File: src/cvt_pkg.sv
package cvt_pkg;

  localparam int unsigned NUM_CHAN = 4;
  localparam int unsigned CODE_W   = 14;

  // command codes of the four voltage results
  localparam logic [7:0] CMD_CHAN_ONE   = 8'h32;
  localparam logic [7:0] CMD_CHAN_TWO   = 8'h36;
  localparam logic [7:0] CMD_CHAN_THREE = 8'h3a;
  localparam logic [7:0] CMD_CHAN_FOUR  = 8'h3e;

  localparam logic [15:0] VOLT_RESET   = 16'h0000;
  localparam logic [15:0] VOLT_OFF     = 16'h0000;
  localparam logic [7:0]  UNMAPPED_BYTE = 8'h00;
  localparam int unsigned CODE_LSB     = 0;
  localparam int unsigned CODE_MSB     = 13;
  localparam int unsigned HI_BYTE_LSB  = 8;

  // scaling, in microvolts: step 3.662 mV, full scale 60 V
  localparam longint unsigned VOLTAGE_LSB_WEIGHT_UV = 3662;
  localparam longint unsigned FULL_SCALE_UV         = 60000000;

  // byte-level request from the serial command engine
  typedef struct packed {
    logic       cmd_wr;   // command code byte received
    logic [7:0] cmd_code;
    logic       rd_req;   // next data byte wanted
    logic       wr_req;   // data byte written by the host
    logic [7:0] wr_data;
  } cvt_req_t;

  // answer back to the engine
  typedef struct packed {
    logic       rd_valid;
    logic [7:0] rd_data;
    logic       hit;      // current command is a voltage register
  } cvt_rsp_t;

  // raw conversion input of one channel
  typedef struct packed {
    logic              done;
    logic [CODE_W-1:0] rail;
    logic [CODE_W-1:0] drain;
  } cvt_raw_t;

endpackage

File: src/cvt_diff.sv
`timescale 1ns/1ns
`default_nettype none
module cvt_diff
  import cvt_pkg::*;
(
  input  wire logic              core_clk,
  input  wire logic              srst,
  input  wire cvt_raw_t          raw,
  output logic                   done,
  output logic [CODE_W-1:0]      code
);

  typedef struct packed {
    logic              done;
    logic [CODE_W-1:0] code;
  } cvt_diff_st_t;

  cvt_diff_st_t st;
  cvt_diff_st_t next_st;

  // rail minus drain; a drain above the rail would wrap, so clamp to zero
  always_comb begin
    next_st      = st;
    next_st.done = raw.done;
    if (raw.done) begin
      if (raw.drain > raw.rail) begin
        next_st.code = '0;
      end else begin
        next_st.code = raw.rail - raw.drain;
      end
    end
  end

  always_ff @(posedge core_clk) begin
    if (srst) begin
      st <= '0;
    end else begin
      st <= next_st;
    end
  end

  assign done = st.done;
  assign code = st.code;
endmodule // cvt_diff
`default_nettype wire

File: src/cvt_top.sv
`timescale 1ns/1ns
`default_nettype none
// Contract
// channel one result at command 32h, channel two at 36h, both read only.
// channel three result at command 3Ah, channel four at 3Eh, read only.
// two-byte read, low byte first; host reads both; writes change nothing.
// 14-bit code in bits 13-0, top two bits zero, all reset to zero.
// code times 3.662 mV gives the voltage, 60 V full scale.
// conversion measures supply rail minus the channel drain.
// a channel that is off reads 0000 whatever was measured before.
// high byte captured with the low byte, so a read is one sample.
module cvt_top
  import cvt_pkg::*;
(
  input  wire logic                core_clk,
  input  wire logic                srst,
  input  wire cvt_req_t            req,
  output cvt_rsp_t                 rsp,
  input  wire logic [CODE_W-1:0]   supply_rail_pin,
  input  wire logic [NUM_CHAN-1:0][CODE_W-1:0] channel_drain_pin,
  input  wire logic [NUM_CHAN-1:0] conv_done,
  input  wire logic [NUM_CHAN-1:0] chan_on
);

  // whole state of the reader, registered in one place
  typedef struct packed {
    logic [7:0]                        cmd_ptr;
    logic                              byte_hi;
    logic [15:0]                       snap;
    logic [7:0]                        rd_data;
    logic                              rd_valid;
    logic [NUM_CHAN-1:0][CODE_W-1:0]   result;
  } cvt_st_t;

  cvt_st_t st;
  cvt_st_t next_st;

  logic [NUM_CHAN-1:0]             diff_done;
  logic [NUM_CHAN-1:0][CODE_W-1:0] diff_code;
  logic [NUM_CHAN-1:0][15:0]       view;

  // one subtractor per channel; off channels read as zero
  genvar g;
  generate
    for (g = 0; g < NUM_CHAN; g++) begin : g_chan
      cvt_raw_t raw;
      // one assignment, so the struct has a single driver
      assign raw = '{done: conv_done[g], rail: supply_rail_pin, drain: channel_drain_pin[g]};
      cvt_diff u_diff (
        .core_clk (core_clk),
        .srst     (srst),
        .raw      (raw),
        .done     (diff_done[g]),
        .code     (diff_code[g])
      );
      // forced at read time, so a stale sample never leaks
      assign view[g] = chan_on[g] ? {2'b00, st.result[g]} : VOLT_OFF;

    end
  endgenerate

  logic       sel_hit;
  logic [1:0] sel_idx;

  // command decode
  always_comb begin
    sel_hit = 1'b1;
    sel_idx = 2'd0;
    unique case (st.cmd_ptr)
      CMD_CHAN_ONE:   sel_idx = 2'd0;
      CMD_CHAN_TWO:   sel_idx = 2'd1;
      CMD_CHAN_THREE: sel_idx = 2'd2;
      CMD_CHAN_FOUR:  sel_idx = 2'd3;
      default:        sel_hit = 1'b0;
    endcase
  end

  // next state
  always_comb begin
    next_st          = st;
    next_st.rd_valid = 1'b0;
    for (int i = 0; i < NUM_CHAN; i++) begin
      // only powered conversions are kept; result scale is one step per code
      if (diff_done[i] && chan_on[i]) begin
        next_st.result[i] = diff_code[i];
      end
    end
    if (req.cmd_wr) begin
      next_st.cmd_ptr = req.cmd_code;
      next_st.byte_hi = 1'b0;
    end else if (req.rd_req) begin
      next_st.rd_valid = 1'b1;
      if (!sel_hit) begin
        next_st.rd_data = UNMAPPED_BYTE;
      end else if (!st.byte_hi) begin
        next_st.snap    = view[sel_idx];
        next_st.rd_data = view[sel_idx][7:0];
        next_st.byte_hi = 1'b1;
      end else begin
        next_st.rd_data = st.snap[15:HI_BYTE_LSB];
        next_st.byte_hi = 1'b0;
      end
    end
    // host data writes are acknowledged upstream and ignored here
  end

  // single register stage for the whole reader state
  always_ff @(posedge core_clk) begin
    if (srst) begin
      st <= '0;
    end else begin
      st <= next_st;
    end
  end

  // responses straight from flip-flops; hit follows the registered pointer
  assign rsp.rd_valid = st.rd_valid;
  assign rsp.rd_data  = st.rd_data;
  assign rsp.hit      = sel_hit;
endmodule // cvt_top
`default_nettype wire

File: config.mk
export PLATFORM = sky130hd
export DESIGN_NAME = cvt_top
export DESIGN_NICKNAME = d
export VERILOG_FILES = /design/src/cvt_pkg.sv /design/src/cvt_diff.sv /design/src/cvt_top.sv
export SDC_FILE = /design/constraint.sdc
export NUM_CORES = 1
export LEC_CHECK = 0
export ABC_AREA = 1
export BUFFER_PORTS_ARGS = -buffer_cell sky130_fd_sc_hd__buf_2
export CAP_MARGIN = 20
export CORE_ASPECT_RATIO = 1.75
export CORE_UTILIZATION = 52
export CTS_CLUSTER_SIZE = 25
export DETAILED_ROUTE_END_ITERATION = 7
export MAX_ROUTING_LAYER = met4
export PLACE_DENSITY = 0.75
export SETUP_SLACK_MARGIN = 0.5
export SLEW_MARGIN = 20
export SYNTH_ARGS = -nofsm -noshare
export SYNTH_HDL_FRONTEND = slang
export SYNTH_HIERARCHICAL = 1
export SYNTH_SLANG_ARGS = --single-unit
export TNS_END_PERCENT = 30
File: constraint.sdc
create_clock -name core_clk -period 1.94 [get_ports core_clk]
set_input_delay 0.388 -clock core_clk [delete_from_list [all_inputs] [get_ports core_clk]]
set_output_delay 0.388 -clock core_clk [all_outputs]
set_load 0.01 [all_outputs]
Word-level counts from Yosys, hierarchy flattened
Cells that the tools add are included.
- register bits: 150
- bits of input ports: 99
- output and inout bits: 10
- logic and storage cells: 57
- add/subtract/negate cells: 4
- magnitude comparators: 5
- equal/unequal tests: 4
- multiplexer cells: 16
- bitwise logic cells: 2
- reductions and logical operators: 9
- operators with widths (cell ; number):
    $mux 14 ; 8
    $gt 14x14->1 ; 4
    $sub 14x14->14 ; 4
    $bmux 16 s2 ; 1
    $eq 8x6->1 const B ; 4
    $mux 16 ; 1
    $mux 8 ; 2
    $pmux 2 s3 ; 1
    $logic_and 1x1->1 ; 4
    $reduce_and 2->1 ; 2
    $reduce_and 4->1 ; 1
    $reduce_or 4->1 ; 1
    $lt 2x3->1 const B ; 1
    $mux 1 ; 3
    $not 1->1 ; 2
    $reduce_or 2->1 ; 1

Longest topological paths before layout
Gate-level depths: netlist (run 1).
- depth after elaboration: 6
- depth in mapped cells: 13
- mapped depth without buffers: 13

Cells and area by module
Netlist (run 1), hierarchy kept.
- modules (own cells, without submodules) (module ; times used ; cells each ; area an instance (µm²)):
    cvt_top ; 1 ; 544 ; 3721.1
    cvt_diff at g_chan[2].u_diff ... ; 2 ; 240 ; 1496.4
    cvt_diff at g_chan[0].u_diff ... ; 2 ; 245 ; 1423.9

Worst setup path before layout (run 1)
Ideal clock, no wire load.
- path type: input -> register
- start point: input port supply_rail_pin[0]
- end point: register g_chan[2].u_diff.st (netlist bit g_chan[2].u_diff/code[10])
- arrival: 1.763 ns
- data required time: 1.869 ns
- path slack: 0.107 ns
- cell stages on the path: 11
- cells stage by stage: inv_1 > ha_1 > fa_1 > inv_1 > nand2_1 > nand3_2 > nand2_4 > a21oi_4 > buf_12 > nand3_2 > a21oi_2
- cells in the longest elaborated chain, start to end: 2
- ends and longest elaborated chain (what ; line ; text):
    start: declaration ; cvt_top.sv:19 ; input wire logic [CODE_W-1:0] supply_rail_pin,
    $sub 14x14->14 or $gt 14x14->1 (tied branches) ; cvt_diff.sv:29, cvt_diff.sv:26 ;
    $mux 14 * ; cvt_diff.sv:26 ; if (raw.drain > raw.rail) begin
    end signal: assignment ; cvt_diff.sv:38 ; st <= next_st;
    end: declaration ; cvt_diff.sv:18 ; cvt_diff_st_t st;
Mark *: on every way between the ends. The rest lies on a longest branch, timed or not.
A chain may end at the register's enable or synchronous reset.

Final worst setup path (run 1)
Ends and elaborated chain as after synthesis.

==> results of run 1 <==
-- state kept, by name (all words and copies together) (netlist names) --
name and flops:
g_chan.u_diff/code 56, rsp 9, g_chan.u_diff/done 4, st 71
-- logic make-up (layout without fill, tap and decap cells) --
kind of cell | Yosys count | count (layout) | synth area share, %
simple gates | 829 | 830 | 37.8
buf+inv | 297 | 487 | 13.1
compound gates | 172 | 172 | 10.2
flops | 140 | 140 | 29.3
fa+ha+maj | 60 | 60 | 8.17
xor+xnor | 16 | 16 | 1.47
-- per-layer routing --
metal  vias to the layer above  share of wire [%]  global-route usage [%]
met5                         -                  0                       -
met4                         0                4.5                    15.0
met3                        55                3.3                    2.94
met2                       243                 52                    49.5
met1                      4216                 40                    28.5
li1                       5067                  -                       -
-- Yosys cell counts, types with 2 or more instances --
cell | number | area (µm²)
buf_6 | 7 | 78.8
nand3b_1 | 8 | 60.1
nand3_2 | 18 | 180
buf_2 | 7 | 35.0
dfxtp_1 | 140 | 2800
nand3_1 | 118 | 591
clkbuf_1 | 19 | 71.3
fa_1 | 4 | 80.1
nand4_1 | 16 | 100
a21oi_2 | 22 | 193
a21oi_4 | 2 | 32.5
nand2_2 | 15 | 93.8
inv_1 | 238 | 893
or2_2 | 8 | 50.1
nand2_4 | 3 | 33.8
nor2_1 | 197 | 739
and2_1 | 4 | 25.0
nor3_2 | 2 | 20.0
ha_1 | 56 | 701
nand2_1 | 431 | 1620
a21oi_1 | 73 | 365
buf_1 | 5 | 18.8
xor2_1 | 12 | 105
o21ai_0 | 69 | 345
o21ai_1 | 4 | 20.0
nand3_4 | 2 | 35.0
buf_4 | 12 | 90.1
inv_2 | 5 | 18.8
nor2_2 | 2 | 12.5
nor3_1 | 2 | 10.0
xnor2_1 | 4 | 35.0
nor2_4 | 2 | 22.5
buf_12 | 2 | 40.0
-- power by group through the flow --
stage | clock [W] | sequential [W] | combinational [W]
finish | 0.00324 | 0.00310 | 0.00211
global route | 0.00340 | 0.00311 | 0.00237
CTS | 0.00328 | 0.00310 | 0.00207
detailed placement | 0 | 0.00316 | 0.00199
global placement | 0 | 0.00315 | 0.00195
floorplan | 0 | 0.00313 | 0.00132
-- worst paths after layout --
path	slack (ps)	endpoint	startpoint	cells past startpoint
setup reg to reg	340	rsp[4]$_SDFFE_PP0P_	st[82]$_SDFFE_PP0P_	11
hold / removal	190	st[86]$_SDFFE_PP0P_	req[14]	3
hold reg to reg	460	g_chan[1].u_diff/code[2]$_SDFFE_PP0P_	g_chan[1].u_diff/code[2]$_SDFFE_PP0P_	2
setup / recovery	300	g_chan[2].u_diff/code[10]$_SDFFE_PP0P_	supply_rail_pin[0]	14
-- final cells by class --
class | count | area share [%]
Clock inverter | 14 | 1.30
Tap cell | 234 | 2.42
Clock buffer | 18 | 3.63
Sequential cell | 140 | 23.2
Multi-Input combinational cell | 1078 | 49.1
Timing Repair inverter | 1 | 0.0517
Inverter | 245 | 7.95
Timing Repair Buffer | 209 | 12.3
-- critical path, stage by stage --
cell	delay, ps
buf_8	80
buf_6	100
inv_8	30
ha_4	150
fa_2	340
inv_2	70
nand2_2	70
nand3_4	80
nand2_4	60
a21oi_4	200
buf_12	140
buf_16	120
nand3_2	70
a21oi_2	100
-- metrics by stage --
stage               std cells  area, µm²  hold WS, ps  setup TNS (ps)  utilization (%)
floorplan                1514       9830          435               0                -
CTS                      1937      12000          188               0             66.5
finish                   1939      12100          194               0             67.0
global route             1939      12100          212               0             67.0
global placement         1889      11100          451           -3840             61.4
detailed placement       1889      11100          453           -5750             61.4
-- repair_timing --
action / 4_1_cts / 5_1_grt
hold buffers: 0 / 0
pin swaps: 11 / 5
resized for setup: 43 / 14
buffers inserted: 12 / 2
cloned: 4 / 0
setup endpoints to repair: 71 / 71
==> flow_metrics.tcl, run 1 <==
set metrics [dict create \
    routed_via_density 4.94 \
    dp_slack_ps -160 \
    relSlewSlack_pct 64.0 \
    synth-seq-cells 140 \
    cts_tree "done" \
    hold_path_class "in2reg" \
    grt_max_degree 71 \
    clk_path_buf_depth 2 \
    core_um2 18100 \
    p_per_area_nw_per_um2 698 \
    mappedNetlistNets 1673 \
    grt_pass1_wl_um 40400 \
    layout_common_cells "nand2_1, inv_1, nor2_1" \
    rsz0062_at_grt "true" \
    cp_data_arrival_time_ps 1990 \
    p_sw_w 0.00257 \
    max_cap_viol_count 0 \
    cts-htree-levels 4 \
    drive_above_1_share_pct 23.2 \
    synthArstFlopShare_pct 0 \
    critPathKind "in2reg" \
    cts_buffers 17 \
    die_w_um 105 \
    yosysSeqAreaShare_pct 29.3 \
    fin_crit_sh_pct 84.5 \
    status "finished, final reports clean" \
    worstSetupEndpointType "flop" \
    worstPathMaxFanout 7 \
    setup_viol 0 \
    fin_crit_ps 1640 \
    multi_input_area_um2 5940 \
    syn_area_um2 9560 \
    final_common_cell "nand2_1" \
    critPathRequiredTime_ps 2300 \
    skew_ps 11.0 \
    cts-root-buf "clkbuf_16" \
    port_buffers 99 \
    syn2layout_area_growth_pct 26.6 \
    pwr-share-clk_pct 38.3 \
    drc 0 \
    syn-mean-instance-area_um2 6.32 \
    clkSinkCount 140 \
    sw_frac_of_total_pct 30.4 \
    synthCells 1514 \
    grt-ovfl-total 0 \
    synth_edf_count 0 \
    synth-main-ff-cell "dfxtp_1" \
    ant_nets 0 \
    nFillCells 1639 \
    fmax_ghz 0.610 \
    grt_pass1_vias 8995 \
    fin_ws_ps 301 \
    track_usage_pct 27.3 \
    timing.final.hold_violations 0 \
    leakage_nw 6.13 \
    worst_skew_pair.late_latency_ps 420 \
    seqCellArea_um2 2810 \
    drt_wl_total_um 24600 \
    ys_types 38 \
    io_pins 109 \
    tightestPinTransition_ps 539 \
    die_y_um 181 \
    seq_power_share_pct 36.7 \
    finalPower_w 0.00845 \
    initial_core_util_pct 53.0 \
    synth_warnings 6 \
    p_int_w 0.00588 \
    maxSlewViolCount 0 \
    drt_pass1_iterations 5 \
    nets 1851 \
    antenna_found_initial 0 \
    rows 65 \
    ir_drop_mv 0.612 \
    detail_route.iter0.violations 485 \
    diodes 0 \
    startpoint_type "input port" \
    die_area_um2 19000 \
    wl_per_cell_um 12.7 \
    dp_hpwl_um 18900 \
    power_frac_comb_pct 25.0 \
    clk_pin_slew_ps 60 \
    place.gp.congestion 0.902 \
    vias 9581 \
]
No activity file was read; power rests on OpenSTA's default activity.
==> run 2, diff against run 1 <==
--- a/config.mk
+++ b/config.mk
@@ -13,7 +13,7 @@
 export CTS_CLUSTER_SIZE = 25
 export DETAILED_ROUTE_END_ITERATION = 7
 export MAX_ROUTING_LAYER = met4
-export PLACE_DENSITY = 0.75
+export PLACE_DENSITY = 0.72
 export SETUP_SLACK_MARGIN = 0.5
 export SLEW_MARGIN = 20
 export SYNTH_ARGS = -nofsm -noshare
==> constraint.sdc (replaced) <==
create_clock -name core_clk -period 1.71 [get_ports core_clk]
set_input_delay 0.342 -clock core_clk [delete_from_list [all_inputs] [get_ports core_clk]]
set_output_delay 0.342 -clock core_clk [all_outputs]
set_load 0.01 [all_outputs]
==> run 2 against run 1 <==
Cell count up 3.1%; critical endpoint is now g_chan[3].u_diff/code[5]$_SDFFE_PP0P_; register-to-register slack worse by 260 ps; largest cell class unchanged; non-clock buffer count up 63; count of clock-buffer cells in the layout unchanged; combinational power up 26%; clock skew down 1.6 ps; critical path depth unchanged; first-iteration DRC count up 11%; clock power up 23%; worst setup slack worse by 260 ps.
==> flow_metrics.tcl, run 2 (same netlist as run 1, synthesis figures left out) <==
set metrics [dict create \
    setup_viol 0 \
    io_pins 109 \
    antenna_found_initial 0 \
    clk_pin_slew_ps 60 \
    worstReg2RegStart "st[87]$_SDFFE_PP0P_" \
    regMostFlops "st" \
    drive_above_1_share_pct 27.1 \
    relSlewSlack_pct 68.4 \
    fmax_ghz 0.600 \
    leakage_nw 6.55 \
    cts-htree-levels 4 \
    diodes 0 \
    clk_path_buf_depth 2 \
    grt_pass1_vias 9680 \
    cp_data_arrival_time_ps 2020 \
    startpoint_type "input port" \
    ir_drop_mv 0.851 \
    finalPower_w 0.0102 \
    critPathMaxStageDelay_ps 350 \
    critPathKind "in2reg" \
    place.gp.congestion 0.903 \
    cp.buffers_inverters 6 \
    timing.final.hold_violations 0 \
    cts-root-buf "clkbuf_16" \
    drc 0 \
    rr_endpoint "st[87]$_SDFFE_PP0P_" \
    core_um2 18100 \
    fin_crit_ps 1670 \
    crit_family "buffers and inverters" \
    worstSetupEndpointType "flop" \
    nets 1913 \
    hold_depth 3 \
    wl_per_cell_um 13.6 \
    die_y_um 181 \
    hold_path_class "in2reg" \
    rsz0062_at_grt "true" \
    ant_nets 0 \
    vias 10049 \
    hold_start "req[14]" \
    final_common_cell "nand2_1" \
    drt_pass1_iterations 5 \
    track_usage_pct 30.1 \
    layout_common_cells "nand2_1, inv_1, nor2_1" \
    die_w_um 105 \
    setup_tns_ps 0 \
    cts_tree "done" \
    fin_crit_sh_pct 97.4 \
    status "finished, final reports clean" \
    grt_max_degree 71 \
    holdPathEnd "st[86]$_SDFFE_PP0P_" \
    slowest_stage "fa_2" \
    cts_buffers 17 \
    syn2layout_area_growth_pct 34.3 \
    detail_route.iter0.violations 539 \
    maxSlewViolCount 0 \
    p_per_area_nw_per_um2 793 \
    tightestPinTransition_ps 474 \
    drt_wl_total_um 27300 \
    critPathRequiredTime_ps 2060 \
    dp_hpwl_um 19900 \
    path_cells "buf_8, buf_12, inv_8, ha_4, fa_2, inv_2, nand2_2, nand3_4, nand2_4, a21oi_4, buf_6, buf_12, nand3_4, a21oi_2" \
    largest_register_ffs 71 \
    grt-ovfl-total 0 \
    initial_core_util_pct 53.0 \
    port_buffers 99 \
    r2r_cells 10 \
    rrSetupSlack_ps 80 \
    skew_ps 9.46 \
    worst_skew_pair.late_latency_ps 430 \
    routed_via_density 5.02 \
    final_util_pct 71.1 \
    worstPathMaxFanout 7 \
    rows 65 \
    clkSinkCount 140 \
    die_area_um2 19000 \
    max_cap_viol_count 0 \
    grt_pass1_wl_um 44200 \
]
## run 2: changes by cell type in the layout (fill, tap and decap cells not counted), moves of 6 or more
cell / before / now
buf_4: 94 / 145
buf_6: 7 / 14
nand2_1: 428 / 421
clkinv_2: 1 / 7
## run 2: cell type report
cell class | count | area (µm²)
well taps | 234 | 293
flip-flops and latches | 140 | 2810
clock buffers | 18 | 439
fillers | 1542 | 5220
multi-input cells | 1078 | 6080
clock inverters | 13 | 198
inverters | 245 | 958
repair buffers | 272 | 2060
## run 2: worst max-delay path by stage
stage	depth (start not counted)	start	end	slack (ps)
2_1_floorplan	11	supply_rail_pin[0]	g_chan[2].u_diff/code[11]$_SDFFE_PP0P_	0.5
3_3_place_gp	13	supply_rail_pin[0]	g_chan[3].u_diff/code[5]$_SDFFE_PP0P_	-290
3_5_place_dp	13	supply_rail_pin[0]	g_chan[3].u_diff/code[5]$_SDFFE_PP0P_	-340
4_1_cts	7	st[88]$_SDFFE_PP0P_	rsp[0]	60
5_1_grt	14	supply_rail_pin[0]	g_chan[3].u_diff/code[5]$_SDFFE_PP0P_	-20
6_report	14	supply_rail_pin[0]	g_chan[3].u_diff/code[5]$_SDFFE_PP0P_	40
## run 2: power by group
| part | internal, W | switching (W) | total [W] |
|---|---|---|---|
| Sequential | 0.00343 | 0.0000926 | 0.00352 |
| Combinational | 0.00120 | 0.00146 | 0.00266 |
| Clock | 0.00260 | 0.00140 | 0.00400 |
## run 2: per-layer routing
layer,up-vias,part of all wire [%],GRT usage (%)
li1,5186,-,-
met1,4465,40,30.8
met2,291,51,55.1
met3,107,3.2,3.70
met4,0,6.0,16.6
met5,-,0,-
## run 2: metrics by stage
stage / setup WS, ps / std cells / instance area (µm²) / hold slack, ps
final: 43.8 / 2000 / 12800 / 139
after global routing: -19.2 / 2000 / 12800 / 172
after CTS: 60.1 / 1992 / 12500 / 131
after detailed placement: -341 / 1928 / 11400 / 452
after global placement: -291 / 1928 / 11400 / 450
after floorplan: 0.526 / 1514 / 9830 / 404
## run 2: what timing repair did
| item | 4_1_cts | 5_1_grt |
|---|---|---|
| cloned | 5 | 1 |
| hold buffers | 0 | 0 |
| resized for setup | 52 | 48 |
| pin swaps | 12 | 21 |
| buffers inserted | 28 | 7 |
| setup endpoints to repair | 80 | 81 |
## run 2: worst reg2reg max path: cells and delay by family (launching register included)
| kind | cells | cell delay (ps) |
|---|---|---|
| buffers and inverters | 9 | 1030 |
| DFF | 1 | 350 |
| AOI/OAI and AO/OA | 1 | 170 |
==> run 3, diff against run 2 <==
--- a/config.mk
+++ b/config.mk
@@ -8,12 +8,15 @@
 export ABC_AREA = 1
 export BUFFER_PORTS_ARGS = -buffer_cell sky130_fd_sc_hd__buf_2
 export CAP_MARGIN = 20
+export CELL_PAD_IN_SITES_DETAIL_PLACEMENT = 1
+export CELL_PAD_IN_SITES_GLOBAL_PLACEMENT = 2
 export CORE_ASPECT_RATIO = 1.75
-export CORE_UTILIZATION = 52
+export CORE_UTILIZATION = 32
 export CTS_CLUSTER_SIZE = 25
 export DETAILED_ROUTE_END_ITERATION = 7
+export GPL_TIMING_DRIVEN = 0
 export MAX_ROUTING_LAYER = met4
-export PLACE_DENSITY = 0.72
+export PLACE_DENSITY_LB_ADDON = 0.1
 export SETUP_SLACK_MARGIN = 0.5
 export SLEW_MARGIN = 20
 export SYNTH_ARGS = -nofsm -noshare
==> run 3 against run 2 <==
Non-clock buffer count shrank 64; via count shrank 4.1%; die area grew 61%; sequential cell count is the same; sequential share of layout area shrank 0.38 points; highest routed layer unchanged; sequential power is essentially flat; clock power shrank 1%; critical endpoint is now g_chan[1].u_diff/code[1]$_SDFFE_PP0P_.
==> flow_metrics.tcl, run 3 (same netlist as run 1, synthesis figures left out) <==
set metrics [dict create \
    status "finished, final reports clean" \
    fin_ws_ps 66.4 \
    nets 1848 \
    antenna_found_initial 0 \
    diodes 0 \
    clk_path_buf_depth 2 \
    startpoint_type "input port" \
    rsz0062_at_grt "true" \
    wl_per_cell_um 15.4 \
    setup_viol 0 \
    cts-root-buf "clkbuf_16" \
    layout_common_cells "nand2_1, inv_1, nor2_1" \
    drt_wl_total_um 32100 \
    grt_pass1_vias 9778 \
    leakage_nw 6.23 \
    drt_pass1_iterations 4 \
    skew_ps 4.33 \
    grt_max_degree 27 \
    initial_core_util_pct 32.5 \
    rows 83 \
    cts_tree "done" \
    die_w_um 133 \
    nFillCells 3826 \
    fmax_ghz 0.608 \
    tightestPinTransition_ps 685 \
    ir_drop_mv 0.733 \
    ant_nets 0 \
    critPathKind "in2reg" \
    cts-htree-levels 4 \
    drive_above_1_share_pct 28.0 \
    clk_pin_slew_ps 60 \
    port_buffers 98 \
    worst_skew_pair.late_latency_ps 430 \
    finalPower_w 0.0101 \
    timing.final.hold_violations 0 \
    vias 9636 \
    maxSlewViolCount 0 \
    clkSinkCount 140 \
    relSlewSlack_pct 54.3 \
    drc 0 \
    dp.cells 1994 \
    track_usage_pct 21.6 \
    p_per_area_nw_per_um2 769 \
    final_common_cell "nand2_1" \
    syn2layout_area_growth_pct 36.7 \
    setup_tns_ps 0 \
    fin_crit_ps 1640 \
    largest_register_ffs 71 \
    worstSetupEndpointType "flop" \
    place.gp.congestion 0.812 \
    cp_data_arrival_time_ps 2000 \
    finalNonFillerCells 2084 \
    io_pins 109 \
    critPathRequiredTime_ps 2070 \
    worstPathMaxFanout 5 \
    hold_path_class "in2reg" \
    cts_buffers 17 \
    dp_slack_ps -699 \
    die_area_um2 30600 \
    regMostFlops "st" \
    core_um2 29400 \
    fin_crit_sh_pct 96.1 \
    routed_via_density 4.62 \
    grt_pass1_wl_um 49700 \
    grt-ovfl-total 0 \
    dp_hpwl_um 25700 \
    max_cap_viol_count 0 \
    die_y_um 231 \
    detail_route.iter0.violations 263 \
    final_util_pct 44.5 \
]
==> run 3: stage by stage <==
| step | instance area [µm²] | hold WS, ps |
|---|---|---|
| 2_1_floorplan | 9830 | 404 |
| 3_3_place_gp | 10800 | 451 |
| 3_5_place_dp | 10800 | 455 |
| 4_1_cts | 12200 | 124 |
| 5_1_grt | 13100 | 161 |
| 6_report | 13100 | 141 |
==> run 3: path summary, 6_finish.rpt <==
kind,from,end,slack [ps],cells after the start
max,supply_rail_pin[0],g_chan[1].u_diff/code[1]$_SDFFE_PP0P_,70,13
min,req[11],st[83]$_SDFFE_PP0P_,140,3
max reg2reg,st[88]$_SDFFE_PP0P_,rsp[7]$_SDFFE_PP0P_,80,11
min reg2reg,g_chan[1].u_diff/code[8]$_SDFFE_PP0P_,g_chan[1].u_diff/code[8]$_SDFFE_PP0P_,460,2
==> run 3: worst max-delay path, stage by stage <==
cell	delay [ps]
buf_16	130
buf_12	110
inv_8	30
ha_4	140
fa_2	340
inv_2	100
nand2_2	60
nand3_2	70
nand2_2	80
a21oi_4	210
buf_6	170
nand2_1	80
a21oi_2	120
==> run 3: layout make-up <==
class	instances	area [µm²]	area share, %
multi-input cells	1077	6690	51.2
clock buffers	19	443	3.39
flip-flops and latches	140	2810	21.5
plain buffers	52	365	2.80
clock inverters	13	190	1.46
well taps	382	478	3.66
inverters	245	963	7.37
repair buffers	156	1130	8.65
==> run 3: per-layer routing <==
layer	vias up	GRT usage (%)	wire length (µm)
met1	4417	21.8	12600
met2	117	42.7	18000
met4	0	7.51	1010
met5	-	-	0
li1	5056	-	-
met3	46	2.00	472
==> run 3: what timing repair did <==
item / 4_1_cts / 5_1_grt
cloned: 3 / 3
resized for setup: 100 / 137
hold buffers: 0 / 0
buffers inserted: 24 / 28
pin swaps: 29 / 44
setup endpoints to repair: 147 / 149
==> run 3: power by group <==
part           switching, W  internal (W)  total (W)
registers         0.0000913       0.00343    0.00352
clock network       0.00146       0.00249    0.00395
logic               0.00154       0.00104    0.00258
total               0.00309       0.00696     0.0101
